==> src/common/pd_pkg.sv <==
// Purpose: Shared constants and types for the powered-device sleep and flag control.
// Assumes: 20 MHz MCLK; analog comparators are delivered as digital levels.
// Notes: Times are kept in ns; cycle counts derive from the clock period.
// Contract
// - Adapter sensing is armed only after input passes the mark threshold.
// - Adapter sense above 9V turns the switch off and enables the flag sink.
// - Supply-ok sink (230uA) is on while the isolation switch turns on.
// - Supply-ok sink is off in detection, classification and steady power mode.
// - Supply-ok sink is on whenever the device sleeps.
// - Flag sink (1.5mA) is on when Type 2 source or adapter is detected.
// - Type 2 flag sink follows full switch-on, holds until undervoltage turn-off.
// - Type 2 detection is latched, cleared only below the flag reset level.
// - Adapter-driven flag is not latched; it follows adapter sense directly.
// - Flag sink is forced off throughout sleep.
// - Indicator output pulses only during sleep.
// - Falling edge on sleep request puts the device into sleep.
// - Falling edge on wake request returns the device to wake operation.
// - Deep sleep chosen when select is low at the sleep request edge.
// - Deep sleep draws less current yet keeps the maintain-power signature.
// - Isolation switch stays on while sleep holds the supply-ok sink.
// - Sleep pulses run at 25 percent duty, 250 Hz or 15.625 kHz.
// - Deep sleep signature current: on 84 ms, off 228 ms, repeating.
// - Power mode above 35.4V; switch off after below 31V longer than delay.
package pd_pkg;

  localparam int CNT_W = 23;
  localparam int IN_W = 10;

  // Synchronised input slots
  localparam int IN_ABOVE_ON = 0;
  localparam int IN_BELOW_OFF = 1;
  localparam int IN_BELOW_RESET = 2;
  localparam int IN_ABOVE_MARK = 3;
  localparam int IN_ADAPTER = 4;
  localparam int IN_FULLY_ON = 5;
  localparam int IN_TYPE2 = 6;
  localparam int IN_SLEEP_N = 7;
  localparam int IN_WAKE_N = 8;
  localparam int IN_DEEP_N = 9;
  // Active-low requests idle high (pull-ups)
  localparam logic [IN_W-1:0] SYNC_RESET = 10'h380;

  // Register map, byte addresses
  localparam logic [3:0] CTRL_ADDR = 4'h0;
  localparam logic [3:0] STATUS_ADDR = 4'h4;
  localparam int CTRL_FAST_BIT = 0;
  localparam logic CTRL_FAST_RESET = 1'h0;
  localparam int STATUS_MODE_LSB = 0;
  localparam int STATUS_DEEP_BIT = 2;
  localparam int STATUS_TYPE2_BIT = 3;
  localparam int STATUS_ARMED_BIT = 4;
  localparam int STATUS_ADAPTER_BIT = 5;
  localparam int STATUS_SIG_BIT = 6;

  // Timing
  localparam int CLK_PERIOD_NS = 50;
  localparam int SLOW_PERIOD_NS = 4_000_000;
  localparam int FAST_PERIOD_NS = 64_000;
  localparam int SIG_ON_NS = 84_000_000;
  localparam int SIG_OFF_NS = 228_000_000;
  localparam int OFF_DELAY_NS = 1_000_000;
  localparam int SLOW_CYCLES = SLOW_PERIOD_NS / CLK_PERIOD_NS;
  localparam int FAST_CYCLES = FAST_PERIOD_NS / CLK_PERIOD_NS;
  localparam int SIG_ON_CYCLES = SIG_ON_NS / CLK_PERIOD_NS;
  localparam int SIG_OFF_CYCLES = SIG_OFF_NS / CLK_PERIOD_NS;
  localparam int OFF_DELAY_CYCLES = OFF_DELAY_NS / CLK_PERIOD_NS;

  typedef enum logic [1:0] {ST_OFF, ST_INRUSH, ST_POWER, ST_SLEEP} mode_t;

endpackage : pd_pkg

==> src/pd_sleep_flag_control.sv <==
// Purpose: Switch, supply-ok sink, type 2 flag sink and sleep control of the PD.
// Assumes: Comparator levels and request pins arrive asynchronously on pins.
// Notes: Registers over Avalon-MM; every access answers on the second edge.
`timescale 1ns/1ns
module pd_sleep_flag_control #(
  parameter int SLOW_CYCLES = pd_pkg::SLOW_CYCLES,
  parameter int FAST_CYCLES = pd_pkg::FAST_CYCLES,
  parameter int SIG_ON_CYCLES = pd_pkg::SIG_ON_CYCLES,
  parameter int SIG_OFF_CYCLES = pd_pkg::SIG_OFF_CYCLES,
  parameter int OFF_DELAY_CYCLES = pd_pkg::OFF_DELAY_CYCLES
) (
  input wire logic MCLK,
  input wire logic RST_N,
  input wire logic VIN_ABOVE_ON,
  input wire logic VIN_BELOW_OFF,
  input wire logic VIN_BELOW_RESET,
  input wire logic VIN_ABOVE_MARK,
  input wire logic ADAPTER_SENSE_IN,
  input wire logic SWITCH_FULLY_ON,
  input wire logic TYPE2_SEEN,
  input wire logic SLEEP_REQUEST_N,
  input wire logic WAKE_REQUEST_N,
  input wire logic DEEP_SLEEP_SELECT_N,
  input wire logic [3:0] AVS_ADDRESS,
  input wire logic AVS_READ,
  input wire logic AVS_WRITE,
  input wire logic [31:0] AVS_WRITEDATA,
  input wire logic [3:0] AVS_BYTEENABLE,
  output logic [31:0] AVS_READDATA,
  output logic AVS_WAITREQUEST,
  output logic SWITCH_ON,
  output logic SUPPLY_OK_SINK,
  output logic TYPE2_FLAG_SINK,
  output logic INDICATOR_PULSE_OUT,
  output logic SIGNATURE_CURRENT_EN,
  output logic DEEP_SLEEP_ACTIVE
);

  typedef struct packed {
    logic [pd_pkg::IN_W-1:0] s1;
    logic [pd_pkg::IN_W-1:0] s2;
    logic [pd_pkg::IN_W-1:0] s3;
    pd_pkg::mode_t st;
    logic deep;
    logic armed;
    logic type2;
    logic fast;
    logic [pd_pkg::CNT_W-1:0] off_cnt;
    logic [pd_pkg::CNT_W-1:0] sig_cnt;
    logic sig_on;
    logic waitreq;
    logic [31:0] rdata;
    logic sw_on;
    logic sok_sink;
    logic flag_sink;
  } ctl_t;

  ctl_t q, d;
  logic [pd_pkg::IN_W-1:0] pins;
  logic sleep_fall;
  logic wake_fall;
  logic below_reset;
  logic adapter_act;
  logic off_expired;
  logic next_sleep;

  function automatic logic [31:0] read_word(input logic [3:0] addr, input ctl_t c);
    logic [31:0] w;
    w = '0;
    case (addr)
      pd_pkg::CTRL_ADDR: begin
        w[pd_pkg::CTRL_FAST_BIT] = c.fast;
      end
      pd_pkg::STATUS_ADDR: begin
        w[pd_pkg::STATUS_MODE_LSB +: 2] = c.st;
        w[pd_pkg::STATUS_DEEP_BIT] = c.deep;
        w[pd_pkg::STATUS_TYPE2_BIT] = c.type2;
        w[pd_pkg::STATUS_ARMED_BIT] = c.armed;
        w[pd_pkg::STATUS_ADAPTER_BIT] = c.armed && c.s2[pd_pkg::IN_ADAPTER];
        w[pd_pkg::STATUS_SIG_BIT] = c.sig_on;
      end
      default: begin
        w = '0;
      end
    endcase
    return w;
  endfunction : read_word

  assign pins = {DEEP_SLEEP_SELECT_N, WAKE_REQUEST_N, SLEEP_REQUEST_N, TYPE2_SEEN,
                 SWITCH_FULLY_ON, ADAPTER_SENSE_IN, VIN_ABOVE_MARK, VIN_BELOW_RESET,
                 VIN_BELOW_OFF, VIN_ABOVE_ON};

  // Edge events look only at the second and third stages
  assign sleep_fall = q.s3[pd_pkg::IN_SLEEP_N] && !q.s2[pd_pkg::IN_SLEEP_N];
  assign wake_fall = q.s3[pd_pkg::IN_WAKE_N] && !q.s2[pd_pkg::IN_WAKE_N];
  assign below_reset = q.s2[pd_pkg::IN_BELOW_RESET];
  assign adapter_act = q.armed && q.s2[pd_pkg::IN_ADAPTER];
  assign off_expired = q.s2[pd_pkg::IN_BELOW_OFF]
                       && (q.off_cnt >= pd_pkg::CNT_W'(OFF_DELAY_CYCLES));

  always_comb begin
    d = q;
    d.s1 = pins;
    d.s2 = q.s1;
    d.s3 = q.s2;

    // Arming and type 2 latch are cleared only by the reset level
    if (below_reset) begin
      d.armed = 1'b0;
      d.type2 = 1'b0;
    end else begin
      if (q.s2[pd_pkg::IN_ABOVE_MARK]) begin
        d.armed = 1'b1;
      end
      if (q.s2[pd_pkg::IN_TYPE2]) begin
        d.type2 = 1'b1;
      end
    end

    // Off delay runs only while the input sits below the turn-off level
    if (q.st != pd_pkg::ST_OFF && q.s2[pd_pkg::IN_BELOW_OFF]) begin
      if (!off_expired) begin
        d.off_cnt = q.off_cnt + 1'b1;
      end
    end else begin
      d.off_cnt = '0;
    end

    case (q.st)
      pd_pkg::ST_OFF: begin
        if (!below_reset && !adapter_act && q.s2[pd_pkg::IN_ABOVE_ON]) begin
          d.st = pd_pkg::ST_INRUSH;
        end
      end
      pd_pkg::ST_INRUSH: begin
        if (q.s2[pd_pkg::IN_FULLY_ON]) begin
          d.st = pd_pkg::ST_POWER;
        end
      end
      pd_pkg::ST_POWER: begin
        if (sleep_fall && !wake_fall) begin
          d.st = pd_pkg::ST_SLEEP;
          d.deep = !q.s2[pd_pkg::IN_DEEP_N];
          d.sig_on = 1'b1;
          d.sig_cnt = '0;
        end
      end
      pd_pkg::ST_SLEEP: begin
        if (wake_fall) begin
          // Wake returns straight to power only if the switch is still fully on
          d.st = q.s2[pd_pkg::IN_FULLY_ON] ? pd_pkg::ST_POWER
                                          : pd_pkg::ST_INRUSH;
        end
      end
      default: begin
        d.st = pd_pkg::ST_OFF;
      end
    endcase

    // Loss of input, reset level or adapter takeover override any request
    if (below_reset || adapter_act || off_expired) begin
      d.st = pd_pkg::ST_OFF;
    end
    if (d.st != pd_pkg::ST_SLEEP) begin
      d.deep = 1'b0;
      d.sig_on = 1'b1;
      d.sig_cnt = '0;
    end else if (q.st == pd_pkg::ST_SLEEP && q.deep) begin
      // Signature current toggles to save power yet keep the source engaged
      if (q.sig_on && q.sig_cnt >= pd_pkg::CNT_W'(SIG_ON_CYCLES - 1)) begin
        d.sig_on = 1'b0;
        d.sig_cnt = '0;
      end else if (!q.sig_on && q.sig_cnt >= pd_pkg::CNT_W'(SIG_OFF_CYCLES - 1)) begin
        d.sig_on = 1'b1;
        d.sig_cnt = '0;
      end else begin
        d.sig_cnt = q.sig_cnt + 1'b1;
      end
    end

    d.sw_on = (d.st != pd_pkg::ST_OFF);
    d.sok_sink = (d.st == pd_pkg::ST_INRUSH)
                 || (d.st == pd_pkg::ST_SLEEP);
    // Adapter term follows the synchronised sense level, so it is never held
    d.flag_sink = (d.st != pd_pkg::ST_SLEEP)
                  && ((d.type2 && d.st == pd_pkg::ST_POWER)
                      || adapter_act);

    // Avalon slave: waitrequest drops for one cycle per request
    d.waitreq = !((AVS_READ || AVS_WRITE) && q.waitreq);
    if (AVS_READ && q.waitreq) begin
      d.rdata = read_word(AVS_ADDRESS, q);
    end
    if (AVS_WRITE && !q.waitreq && AVS_ADDRESS == pd_pkg::CTRL_ADDR && AVS_BYTEENABLE[0]) begin
      d.fast = AVS_WRITEDATA[pd_pkg::CTRL_FAST_BIT];
    end
  end

  always_ff @(posedge MCLK or negedge RST_N) begin
    if (!RST_N) begin
      q <= '0;
      q.s1 <= pd_pkg::SYNC_RESET;
      q.s2 <= pd_pkg::SYNC_RESET;
      q.s3 <= pd_pkg::SYNC_RESET;
      q.st <= pd_pkg::ST_OFF;
      q.fast <= pd_pkg::CTRL_FAST_RESET;
      q.sig_on <= 1'b1;
      q.waitreq <= 1'b1;
    end else begin
      q <= d;
    end
  end

  assign next_sleep = (d.st == pd_pkg::ST_SLEEP);

  sleep_pulse_gen #(
    .SLOW_CYCLES(SLOW_CYCLES),
    .FAST_CYCLES(FAST_CYCLES)
  ) u_pulse (
    .clk(MCLK),
    .rst_n(RST_N),
    .en(next_sleep),
    .fast(q.fast),
    .pulse(INDICATOR_PULSE_OUT)
  );

  assign AVS_READDATA = q.rdata;
  assign AVS_WAITREQUEST = q.waitreq;
  assign SWITCH_ON = q.sw_on;
  assign SUPPLY_OK_SINK = q.sok_sink;
  assign TYPE2_FLAG_SINK = q.flag_sink;
  assign SIGNATURE_CURRENT_EN = q.sig_on;
  assign DEEP_SLEEP_ACTIVE = q.deep;
endmodule : pd_sleep_flag_control

==> src/sleep_pulse_gen.sv <==
// Purpose: Periodic indicator pulse at one quarter duty, two selectable rates.
// Assumes: en is the next-cycle sleep state from the controller.
// Notes: Counter restarts whenever en drops, so each sleep begins with a high phase.
`timescale 1ns/1ns
module sleep_pulse_gen #(
  parameter int SLOW_CYCLES = pd_pkg::SLOW_CYCLES,
  parameter int FAST_CYCLES = pd_pkg::FAST_CYCLES
) (
  input wire logic clk,
  input wire logic rst_n,
  input wire logic en,
  input wire logic fast,
  output logic pulse
);

  typedef struct packed {
    logic [pd_pkg::CNT_W-1:0] cnt;
    logic pulse;
  } gen_t;

  gen_t q, d;
  logic [pd_pkg::CNT_W-1:0] period;

  always_comb begin
    d = q;
    period = fast ? pd_pkg::CNT_W'(FAST_CYCLES) : pd_pkg::CNT_W'(SLOW_CYCLES);
    if (!en) begin
      d.cnt = '0;
    end else if (q.cnt >= period - 1'b1) begin
      d.cnt = '0;
    end else begin
      d.cnt = q.cnt + 1'b1;
    end
    d.pulse = en && (d.cnt < (period >> 2));
  end

  always_ff @(posedge clk or negedge rst_n) begin
    if (!rst_n) begin
      q <= '0;
    end else begin
      q <= d;
    end
  end

  assign pulse = q.pulse;
endmodule : sleep_pulse_gen
==> config.mk <==
export PLATFORM = sky130hd
export DESIGN_NAME = pd_sleep_flag_control
export DESIGN_NICKNAME = d
export VERILOG_FILES = /design/src/common/pd_pkg.sv /design/src/pd_sleep_flag_control.sv /design/src/sleep_pulse_gen.sv
export SDC_FILE = /design/constraint.sdc
export NUM_CORES = 1
export LEC_CHECK = 0
export BUFFER_PORTS_ARGS = -buffer_cell sky130_fd_sc_hd__buf_4
export CAP_MARGIN = 10
export CORE_MARGIN = 2
export CORE_UTILIZATION = 40
export DETAILED_ROUTE_END_ITERATION = 12
export PLACE_DENSITY = 0.7
export REMOVE_ABC_BUFFERS = 1
export SLEW_MARGIN = 10
export SYNTH_ARGS = -nofsm -noshare
export SYNTH_HDL_FRONTEND = slang
export SYNTH_HIERARCHICAL = 1
export SYNTH_SLANG_ARGS = --single-unit
==> constraint.sdc <==
create_clock -name MCLK -period 9.23 [get_ports MCLK]
set_input_delay 1.846 -clock MCLK [delete_from_list [all_inputs] [get_ports MCLK]]
set_output_delay 1.846 -clock MCLK [all_outputs]
set_load 0.1 [all_outputs]
==> results.cfg <==
[floorplan]
core_um2 = 13300
rows = 42
floorplan.io_pins = 93
die_h_um = 121
start_util_pct = 41.0
dieWidth_um = 121
die-area_um2 = 14600

[setup_path]
crit_path_cell_trace = nor4_1, nand4_1, o21ai_1, nand2_1, nor3_1, nor4b_1, and3_1, nand3_1, nor2_1, ha_1, nand4_1, o21ai_0, and4_1, a2111o_1, a41oi_2
reg2regPathDepth = 15
arrival_ns = 5.32
reg2reg_slack_ns = 4.17
crit_path_max_incr_delay_ns = 0.62
end_kind = flop
worstPathRequired_ns = 9.49
setup.worst_path.start_class = flop
cp_top_family = simple AND/OR/NAND/NOR gates
path_buf_inv = 0
criticalPathCategory = reg2reg
cp_max_fo = 18
worstReg2RegEnd = u_pulse/pulse$_DFF_PN0_
r2r-start = q[76]$_DFFE_PN0P_
cp_common_cell = nand4_1
slowest_stage = nor3_1

[clocking]
cts.htree.levels = 3
cts.sinks = 109
cts_tree = done
ctsRootBufferMaster = clkbuf_16
cts_buffers = 9
post_cts_resized = 0
path_clk_slew_ns = 0.08
post_cts_buffers = 0
clockBufferDepth = 2
worstSkewPairLatency_ns = 0.35
postCtsHoldBufs = 0

[hold_path]
holdPathStages = 0
holdPathEnd = d[90]$_DFF_PN0_
min_from = d[100]$_DFF_PN0_
min_path_type = reg2reg

[synth]
synth_cell_type_count = 64
postSynth.asyncResetShare_pct = 100
avgSynthCellArea_um2 = 10.0
synth_top_flop_cell = dfrtp_1
synth_seq_cells = 109
synthCells = 543
synth-edff-count = 0
yosysSeqAreaShare_pct = 50.2
yosysWarnings = 6
syn-cell-area_um2 = 5450

[layout]
mostFrequentLayoutCells = dfrtp_1, nor2_1, buf_4
multi_input_area_um2 = 2430
syn_to_final_growth_pct = 10.9
regArea_um2 = 2740
final_common_cell = dfrtp_1
stdcell_area_um2 = 6050
fill_cells = 1251
drive_gt1_share_pct = 13.1
antennaDiodeCount = 0
fin_nets = 638

[pwr]
leakagePower_nw = 2.74
p_clk_share_pct = 39.8
power.density_nw_per_um2 = 168
ir_drop_v = 0.0000970
p_sw_share_pct = 28.4
combPwrFrac_pct = 11.0
p_int_w = 0.000727
switchingPower_w = 0.000288
p_seq_share_pct = 49.2

[sta]
hold_slack_ns = 0.349
fin_ws_ns = 4.17
rsz0062_at_grt = false
setup_tns_ns = 0
fin_skew_ns = 0.00662
fmax_mhz = 198
post-route-min-period_ns = 5.06
worst_slew_pin_slew_ns = 0.984
slew_violations = 0
relSlewSlack_pct = 34.2
hold_viol_final = 0
finalSetupViolCount = 0
min_period_over_period_pct = 54.8

[global_routing]
grt_pass1_wl_um = 19100
grt_pass1_vias = 3978
grt_overflow_total = 0
grt_max_degree = 82
grt_usage_pct = 16.1
antenna_found_initial = 0

[route]
drt_iter0_markers = 262
drtPass1Iterations = 4
post_drt_wl_per_cell_um = 14.9
vias = 4095
wirelength_um = 11100
via_per_inst = 5.47
route.detailed.drc = 0
antenna_left = 0

[outcome]
status = finished, final reports clean

[place]
io_buffers = 33
place_ws_ns = 4.19
dpl_cell_area_um2 = 5730
dp_hpwl_um = 7710
gp_routability_congestion = 0.875

[job]
cap_viol_max_count = 0
[synth_stat cells, types with 9 or more instances]
master    count  area, µm²
a31oi_1       9       56.3
a21o_1       12       90.1
nor4_1       14       87.6
nand3_1      23        115
xnor2_1      13        114
inv_1        19       71.3
dfstp_2      10        263
a21oi_1      18       90.1
clkbuf_1     11       41.3
ha_1         16        200
and3_1       13       81.3
nand2_1      28        105
o21ai_0      24        120
buf_4        32        240
dfrtp_1      99       2480
nor2_1       64        240
nand4_1      12       75.1
xor2_1       16        140
[power by group through the flow]
stage | Clock [W] | Sequential, W | Combinational, W
floorplan | 0 | 0.000525 | 0.0000654
global placement | 0 | 0.000509 | 0.000111
detailed placement | 0 | 0.000509 | 0.000112
CTS | 0.000415 | 0.000500 | 0.000112
global route | 0.000437 | 0.000501 | 0.000119
finish | 0.000405 | 0.000500 | 0.000111
[final cells by class]
| cell class | count | share of cell area [%] |
|---|---|---|
| clock buffers | 9 | 3.72 |
| flip-flops and latches | 109 | 45.3 |
| repair buffers | 35 | 4.34 |
| well taps | 176 | 3.64 |
| multi-input cells | 394 | 40.3 |
| clock inverters | 7 | 1.55 |
| inverters | 19 | 1.18 |
[worst max-delay path by stage]
| stage | from | to | slack, ns | cells after the start |
|---|---|---|---|---|
| floorplan | q[78]$_DFFE_PN0P_ | u_pulse/pulse$_DFF_PN0_ | 5.35 | 15 |
| global placement | q[78]$_DFFE_PN0P_ | u_pulse/pulse$_DFF_PN0_ | 4.23 | 15 |
| detailed placement | q[81]$_DFFE_PN0P_ | u_pulse/pulse$_DFF_PN0_ | 4.19 | 15 |
| CTS | q[78]$_DFFE_PN0P_ | u_pulse/pulse$_DFF_PN0_ | 4.17 | 15 |
| global route | q[76]$_DFFE_PN0P_ | u_pulse/pulse$_DFF_PN0_ | 3.72 | 15 |
| finish | q[76]$_DFFE_PN0P_ | u_pulse/pulse$_DFF_PN0_ | 4.17 | 15 |
[metal layers]
metal | vias to the layer above | track usage (%) | part of all wire, %
met5 | - | 0 | 0
met4 | 0 | 4.22 | 2.0
met3 | 24 | 4.25 | 5.4
met2 | 134 | 26.1 | 49
met1 | 2022 | 21.4 | 44
li1 | 1915 | - | -
[sequential cells by signal, summed over array words and instances (netlist names), 7 cells and up]
name,count
q,53
u_pulse/q,23
d,19
AVS_READDATA,7
[cell families after synthesis]
kind of cell	share of synthesized area, %
other cells	0.138
simple gates	20.9
compound gates	12.3
buf+inv	7.13
fa+ha+maj	3.67
mux	0.986
xor+xnor	4.66
flops	50.2
[metrics by stage]
step	total power, W	cells	utilization (%)
2_1_floorplan	0.000590	522	-
3_3_place_gp	0.000619	733	43.1
3_5_place_dp	0.000621	733	43.1
4_1_cts	0.00103	749	45.5
5_1_grt	0.00106	749	45.5
6_report	0.00102	749	45.5
(Power assumes the default switching activity.)
